`src/core/aics_defs.svh`:
```
/*
  Offsets, reset values and widths of the input-configuration and
  channel-select control block.
  Assumes inclusion by bare name from the package and the top module.
*/
`ifndef AICS_DEFS_SVH
`define AICS_DEFS_SVH

// ----------------------------------------------------------------
// Register byte offsets
// ----------------------------------------------------------------
`define AICS_CTRL_ADDR 4'h0
`define AICS_STAT_ADDR 4'h4

// ----------------------------------------------------------------
// Reset values and widths
// ----------------------------------------------------------------
`define AICS_CTRL_RST 8'h00
`define AICS_COUNT_RST 8'h00
`define AICS_SYNC_RST 3'h7
`define AICS_READ_RST 32'h00000000
// Selection after reset: channel zero, negative side grounded
`define AICS_MUX_RST 10'h008
`define AICS_SHARED_INPUT 3'h7
`define AICS_LAST_SEVEN 3'h6

`endif

```
`src/core/aics_pkg.sv`:
```
/*
  Types of the input-configuration and channel-select control block.
  Assumes the constants header sits in the include path.
*/
package aics_pkg;
  `include "aics_defs.svh"

  // Bus handshake state, one-hot
  typedef enum logic [1:0] {
    AICS_BUS_IDLE = 2'b01,
    AICS_BUS_ACK = 2'b10
  } aics_bus_e;

  // Input wiring, written as {input_config_hi, input_config_lo}
  typedef enum logic [1:0] {
    AICS_CFG_SINGLE = 2'b00,
    AICS_CFG_PSEUDO4 = 2'b01,
    AICS_CFG_DIFF = 2'b10,
    AICS_CFG_PSEUDO7 = 2'b11
  } aics_cfg_e;

  // Control register layout, bit 7 down to bit 0
  typedef struct packed {
    logic range_double;
    logic program_list_bit;
    logic auto_order_bit;
    logic input_config_hi;
    logic input_config_lo;
    logic [2:0] channel_pick_field;
  } aics_ctrl_s;

  // Multiplexer selection handed to the analog side
  typedef struct packed {
    logic [2:0] positive_input;
    logic [2:0] negative_input;
    logic neg_gnd;
    logic span_double;
    logic diff_code;
    logic seq_hold;
  } aics_mux_s;
endpackage

```
`src/core/aics_top.sv`:
```
/*
  Control logic of an eight-input converter: input wiring choice and
  channel selection for the non-sequenced mode, behind an Avalon-MM slave.
  Assumes one 200 MHz clock, synchronous active-high reset, and an
  asynchronous active-low conversion start pin.
*/
// Behaviour
// RQ1 - Both configuration bits zero: eight single-ended channels.
// RQ2 - Low zero, high one: four fully differential pairs.
// RQ3 - Low one, high zero: four pseudo-differential pairs, negative carries offset.
// RQ4 - Both one: seven inputs measured against the eighth input.
// RQ5 - Input span programmable as one or two times reference.
// RQ6 - Sequencing and list bits zero: convert any host-chosen channel or pair.
// RQ7 - Host writes the channel field before the conversion it wants.
// RQ8 - No automatic advance; each write sets the following conversion.
// RQ9 - Differential difference from minus to plus reference spans all codes.
// RQ10 - Range bit zero gives single span, one gives double span.
// RQ11 - Single-ended: negative converter side tied to analog ground.
// RQ12 - Pair configurations: channel field selects a pair.
`timescale 1ns/1ps
`include "aics_defs.svh"
module aics_top
  import aics_pkg::*;
(
  input wire logic sys_clk,
  input wire logic rst,
  input wire logic [3:0] avs_address,
  input wire logic avs_read,
  input wire logic avs_write,
  input wire logic [31:0] avs_writedata,
  input wire logic [3:0] avs_byteenable,
  output logic [31:0] avs_readdata,
  output logic avs_waitrequest,
  input wire logic conv_start_n,
  output aics_pkg::aics_mux_s mux_sel,
  output logic conv_fire
);
  import aics_pkg::*;

  // ----------------------------------------------------------------
  // State
  // ----------------------------------------------------------------
  typedef struct packed {
    aics_bus_e bus;
    logic waitrequest;
    logic [31:0] readdata;
    aics_ctrl_s ctrl;
    aics_mux_s mux;
    logic fire;
    logic [2:0] sync;
    logic [7:0] count;
  } aics_state_s;

  aics_state_s q;
  aics_state_s next_q;
  logic start_edge;
  logic bus_done;

  // Route the control word to the multiplexer for one conversion
  function automatic aics_mux_s aics_route(input aics_ctrl_s c, input aics_mux_s prev);
    aics_mux_s m;
    aics_cfg_e cfg;
    m = prev;
    cfg = aics_cfg_e'({c.input_config_hi, c.input_config_lo});
    // RQ6 selection only in non-sequenced mode
    if (c.auto_order_bit || c.program_list_bit) begin
      m.seq_hold = 1'b1;
    end else begin
      m.seq_hold = 1'b0;
      // RQ5 span follows range bit
      // RQ10 zero single, one double
      m.span_double = c.range_double;
      case (cfg)
        // RQ1 single-ended channel
        // RQ11 negative side to ground
        AICS_CFG_SINGLE: begin
          m.positive_input = c.channel_pick_field;
          m.negative_input = 3'h0;
          m.neg_gnd = 1'b1;
          m.diff_code = 1'b0;
        end
        // RQ2 fully differential pair
        // RQ12 field picks a pair
        // RQ9 difference spans all codes
        AICS_CFG_DIFF: begin
          m.positive_input = {c.channel_pick_field[1:0], 1'b0};
          m.negative_input = {c.channel_pick_field[1:0], 1'b1};
          m.neg_gnd = 1'b0;
          m.diff_code = 1'b1;
        end
        // RQ3 pseudo pair, offset on negative
        AICS_CFG_PSEUDO4: begin
          m.positive_input = {c.channel_pick_field[1:0], 1'b0};
          m.negative_input = {c.channel_pick_field[1:0], 1'b1};
          m.neg_gnd = 1'b0;
          m.diff_code = 1'b0;
        end
        // RQ4 seven against shared input
        AICS_CFG_PSEUDO7: begin
          // The shared input cannot be its own positive side, so seven clamps to six
          m.positive_input = (c.channel_pick_field == `AICS_SHARED_INPUT) ? `AICS_LAST_SEVEN
                                                                         : c.channel_pick_field;
          m.negative_input = `AICS_SHARED_INPUT;
          m.neg_gnd = 1'b0;
          m.diff_code = 1'b0;
        end
        default: begin
          m = prev;
        end
      endcase
    end
    return m;
  endfunction

  // Byte lane zero carries the whole control word
  function automatic logic aics_lane0(input logic [3:0] be);
    return be[0];
  endfunction

  // ----------------------------------------------------------------
  // Next-state logic
  // ----------------------------------------------------------------
  // Falling edge of the start pin, seen only past the second flop
  assign start_edge = q.sync[2] & ~q.sync[1];
  assign bus_done = (avs_read | avs_write) & ~q.waitrequest;

  always_comb begin
    next_q = q;
    next_q.fire = 1'b0;
    next_q.sync = {q.sync[1:0], conv_start_n};
    // One wait cycle per access keeps the read path a plain flop
    case (q.bus)
      AICS_BUS_IDLE: begin
        if (avs_read || avs_write) begin
          next_q.bus = AICS_BUS_ACK;
          next_q.waitrequest = 1'b0;
          case (avs_address)
            `AICS_CTRL_ADDR: next_q.readdata = {24'h000000, q.ctrl};
            `AICS_STAT_ADDR: next_q.readdata = {8'h00, q.count, 6'h00, q.mux};
            default: next_q.readdata = 32'h00000000;
          endcase
        end
      end
      AICS_BUS_ACK: begin
        next_q.bus = AICS_BUS_IDLE;
        next_q.waitrequest = 1'b1;
      end
      default: begin
        next_q.bus = AICS_BUS_IDLE;
        next_q.waitrequest = 1'b1;
      end
    endcase
    // RQ7 host write sets the field before the conversion
    if (bus_done && avs_write && avs_address == `AICS_CTRL_ADDR && aics_lane0(avs_byteenable)) begin
      next_q.ctrl = aics_ctrl_s'(avs_writedata[7:0]);
    end
    // RQ8 selection changes only at a start, from the word stored before that cycle
    if (start_edge) begin
      next_q.mux = aics_route(q.ctrl, q.mux);
      next_q.fire = 1'b1;
      next_q.count = q.count + 8'h01;
    end
  end

  // Register the whole state
  always_ff @(posedge sys_clk) begin
    if (rst) begin
      q.bus <= AICS_BUS_IDLE;
      q.waitrequest <= 1'b1;
      q.readdata <= `AICS_READ_RST;
      q.ctrl <= aics_ctrl_s'(`AICS_CTRL_RST);
      q.mux <= aics_mux_s'(`AICS_MUX_RST);
      q.fire <= 1'b0;
      q.sync <= `AICS_SYNC_RST;
      q.count <= `AICS_COUNT_RST;
    end else begin
      q <= next_q;
    end
  end

  assign avs_readdata = q.readdata;
  assign avs_waitrequest = q.waitrequest;
  assign mux_sel = q.mux;
  assign conv_fire = q.fire;

  logic trad;
  assign trad = ~q.ctrl.auto_order_bit & ~q.ctrl.program_list_bit;
endmodule

```
`config.mk`:
```
export PLATFORM = sky130hd
export DESIGN_NAME = aics_top
export DESIGN_NICKNAME = d
export VERILOG_FILES = /design/src/core/aics_pkg.sv /design/src/core/aics_top.sv
export VERILOG_INCLUDE_DIRS = /design/src /design/src/core
export SDC_FILE = /design/constraint.sdc
export NUM_CORES = 1
export LEC_CHECK = 0
export ABC_AREA = 1
export ABC_CLOCK_PERIOD_IN_PS = 2350
export BUFFER_PORTS_ARGS = -buffer_cell sky130_fd_sc_hd__buf_4
export CORE_MARGIN = 2
export CORE_UTILIZATION = 25
export CTS_CLUSTER_DIAMETER = 30
export CTS_CLUSTER_SIZE = 30
export DETAILED_ROUTE_END_ITERATION = 10
export GPL_TIMING_DRIVEN = 0
export PLACE_DENSITY = 0.44
export SLEW_MARGIN = 20
export SYNTH_ARGS = -nofsm -noshare
export SYNTH_HDL_FRONTEND = slang
export SYNTH_SLANG_ARGS = --single-unit
```
`constraint.sdc`:
```
create_clock -name sys_clk -period 2.35 [get_ports sys_clk]
set_clock_uncertainty 0.2 [all_clocks]
set_input_delay 0.1175 -clock sys_clk [delete_from_list [all_inputs] [get_ports sys_clk]]
set_output_delay 0.1175 -clock sys_clk [all_outputs]
set_load 0.05 [all_outputs]
```
==> flow_summary_export.csv <==
group,metric,value,unit
finish,design_area,3310,um2
critical_path,crit_path_top_delay_cell,"dlygate4sd3_1",
power_and_ir_drop,leakagePower,0.00163,uW
place,portBuffers,46,
yosys,synth_area,2530,um2
critical_path,critPathBufInv,3,
critical_path,reg2reg_slack,800,ps
cts,cts-root-buf,"clkbuf_8",
floorplan,die_h,105,um
floorplan,start_util,25.8,%
critical_path,worst-setup-path-type,"in2reg",
cts,clk_pin_slew,90,ps
grt,grt_first_pass_wirelength,9360,um
grt,gr-usage-all-layers,10.5,%
critical_path,crit_chain,"dlygate4sd3_1 -> buf_2 -> or2_2 -> dlygate4sd3_1",
power_and_ir_drop,switchingPower,499,uW
critical_path,end_kind,"flop",
floorplan,core_area,9770,um2
floorplan,die_width,105,um
finish,final_common_cell,"nand2_1",
place,gp_congestion,0.728,
sta,clock.fmax,587,MHz
power_and_ir_drop,p_per_area,544,nW/um2
routing,vias,2077,
power_and_ir_drop,switching_share,27.8,%
finish,num_antenna_cells,0,
floorplan,pin_count,89,
critical_path,path_delay_family,"buffers and inverters",
critical_path,r2r_start,"q[25]$_SDFFE_PP0P_",
cts,cts_tree,"yes",
critical_path,required,2340,ps
power_and_ir_drop,total_power,1800,uW
power_and_ir_drop,p_seq_share,48.9,%
grt,grt_pass1_vias,1965,
critical_path,ff2ff_path_depth,6,
finish,n_fill_cell,1086,
sta,period_needed,1700,ps
power_and_ir_drop,ir_drop,0.227,mV
critical_path,cp-start-kind,"primary input",
cts,cts_sinks,50,
yosys,synthTopCellsByArea,"dfxtp_1 40%, nand2_1 14%, buf_4 13%, nor2_1 5.9%, nand3_1 4.8%",
yosys,ys_types,29,
power_and_ir_drop,p_int,1300,uW
yosys,synth_ff_type,"dfxtp_1",
worst_hold_path,worst_hold_path.num_cells,6,
sta,hold_viol_final,0,
yosys,ys_seq_area_share,39.6,%
routing,totalWireLength,5540,um
routing,ant_nets,0,
power_and_ir_drop,clockPowerShare,33.7,%
finish,seqCellArea,1000,um2
place,place_area,3090,um2
outcome,status,"finished clean",
finish,final_nets,469,
job,maxCapViolCount,0,
grt,grt-ovfl-total,0,
finish,area_delta_synth_final,30.9,%
finish,multi_input_area,1060,um2
worst_hold_path,min_path_type,"in2reg",
routing,firstDrtPassIters,4,
critical_path,arrival,1700,ps
yosys,synth_area_leader_cell,"dfxtp_1",
critical_path,critPathCapture,"next_q[9]$_SDFF_PP1_",
grt,grt_max_degree,16,
floorplan,dieArea,10900,um2
routing,drtIter0Drc,50,
floorplan,row_count,36,
critical_path,cp_common_cell,"dlygate4sd3_1",
finish,utilization,33.8,%
sta,drv_slew,0,
sta,rsz0062_at_grt,"no",
critical_path,path_depth,4,
yosys,ys_ff_latch,50,
place,hpwl,4210,um
sta,timing.final.crit_share,72.5,%
critical_path,r2r-end,"mux_sel[8]$_SDFFE_PP0P_",
power_and_ir_drop,power_frac_comb,17.4,%
place,pre_cts_ws,813,ps
cts,clock_path_buffers,2,
cts,cts_made_buffers,5,
cts,cts-resized-gates,0,
finish,layout_common_cells,"94 x nand2_1, 91 x buf_4, 50 x dfxtp_1",
critical_path,crit_start,"rst",
cts,htree_levels,2,
yosys,syn_avg_cell_area,7.36,um2
yosys,synthCells,343,
cts,clk_latency,300,ps
sta,fin_ws,647,ps
routing,drc,0,
routing,viasPerCell,3.75,
critical_path,critPathMaxStageDelay,550,ps
grt,antenna_found_initial,0,
yosys,synth_edf_count,0,
yosys,async_flop_share,0,%
routing,wl_per_cell,10.0,um
sta,setup-tns-final,0,ps
yosys,yosys_warnings,0,
sta,finalSetupViolCount,0,
critical_path,critPathMaxFanout,9,
yosys,synth_top_area_share,39.6,%
finish,drive_above_1_share,30.4,%
power by group through the flow:
stage	clock [uW]	combinational (uW)	sequential (uW)
floorplan	0	222	902
global placement	0	299	900
detailed placement	0	302	899
CTS	635	316	880
global route	667	340	883
finish	606	312	879
what timing repair did:
action	in CTS	in global routing
endpoints found under the hold margin	13	0
buffers inserted	0	0
hold buffers	11	0
logic make-up after synthesis:
group	Yosys count	share of synthesized area, %
and+or+nand+nor	181	32.5
buffers and inverters	81	20.2
DFF	50	39.6
AOI/OAI and AO/OA	25	5.15
adders and majority gates	4	1.98
xor gates and xnor gates	1	0.347
other	1	0.148
metrics by stage:
stage | hold slack [ps] | std cells
2_1_floorplan | 21.3 | 356
3_3_place_gp | 108 | 535
5_1_grt | 47.6 | 554
6_report | 4.37 | 554
4_1_cts | 4.45 | 554
3_5_place_dp | 107 | 535
tightest hold or removal path: stages:
cell and delay [ps]:
buf_4 100, nor2_4 40, nand4_1 60, nand3_1 70, nand2_1 60, inv_1 30
sequential cells by signal (all words and copies together), names as in the netlist:
name          flops
next_q            2
conv_fire         1
mux_sel          10
avs_readdata     18
q                19
synthesized netlist by cell type, types with 2 or more instances:
cell / number
nand2_1: 94
dfxtp_1: 50
buf_4: 45
nor2_1: 40
inv_1: 24
nand3_1: 24
a21oi_1: 15
nor2_2: 7
o21ai_0: 6
nor2_4: 5
ha_1: 4
inv_2: 4
buf_2: 3
buf_6: 3
nand2_2: 2
nand4_1: 2
o22ai_1: 2
or2_2: 2
routing by layer:
layer | GRT usage [%] | routed length, um | vias up
met1 | 14.6 | 2870 | 878
li1 | - | - | 1154
met4 | 2.90 | 50 | 0
met2 | 16.2 | 2390 | 41
met5 | 0 | 0 | -
met3 | 2.69 | 228 | 4
cell type report:
class / count / area share [%]
multi-input cells: 225 / 32.2
repair buffers: 57 / 13.8
plain buffers: 53 / 12.3
inverters: 28 / 3.18
clock inverters: 2 / 1.14
clock buffers: 6 / 2.19
well taps: 133 / 5.03
flip-flops and latches: 50 / 30.3
worst min path at each step:
| stage | from | endpoint | slack (ps) |
|---|---|---|---|
| final | avs_address[0] | avs_readdata[0]$_SDFFE_PP0P_ | 4 |
| after global routing | avs_address[0] | avs_readdata[2]$_SDFFE_PP0P_ | 50 |
| after CTS | avs_address[0] | avs_readdata[0]$_SDFFE_PP0P_ | 4 |
| after detailed placement | conv_start_n | next_q[9]$_SDFF_PP1_ | 110 |
| after global placement | conv_start_n | next_q[9]$_SDFF_PP1_ | 110 |
| after floorplan | conv_start_n | next_q[9]$_SDFF_PP1_ | 20 |
Note: power is estimated with default switching activity, not from simulation.
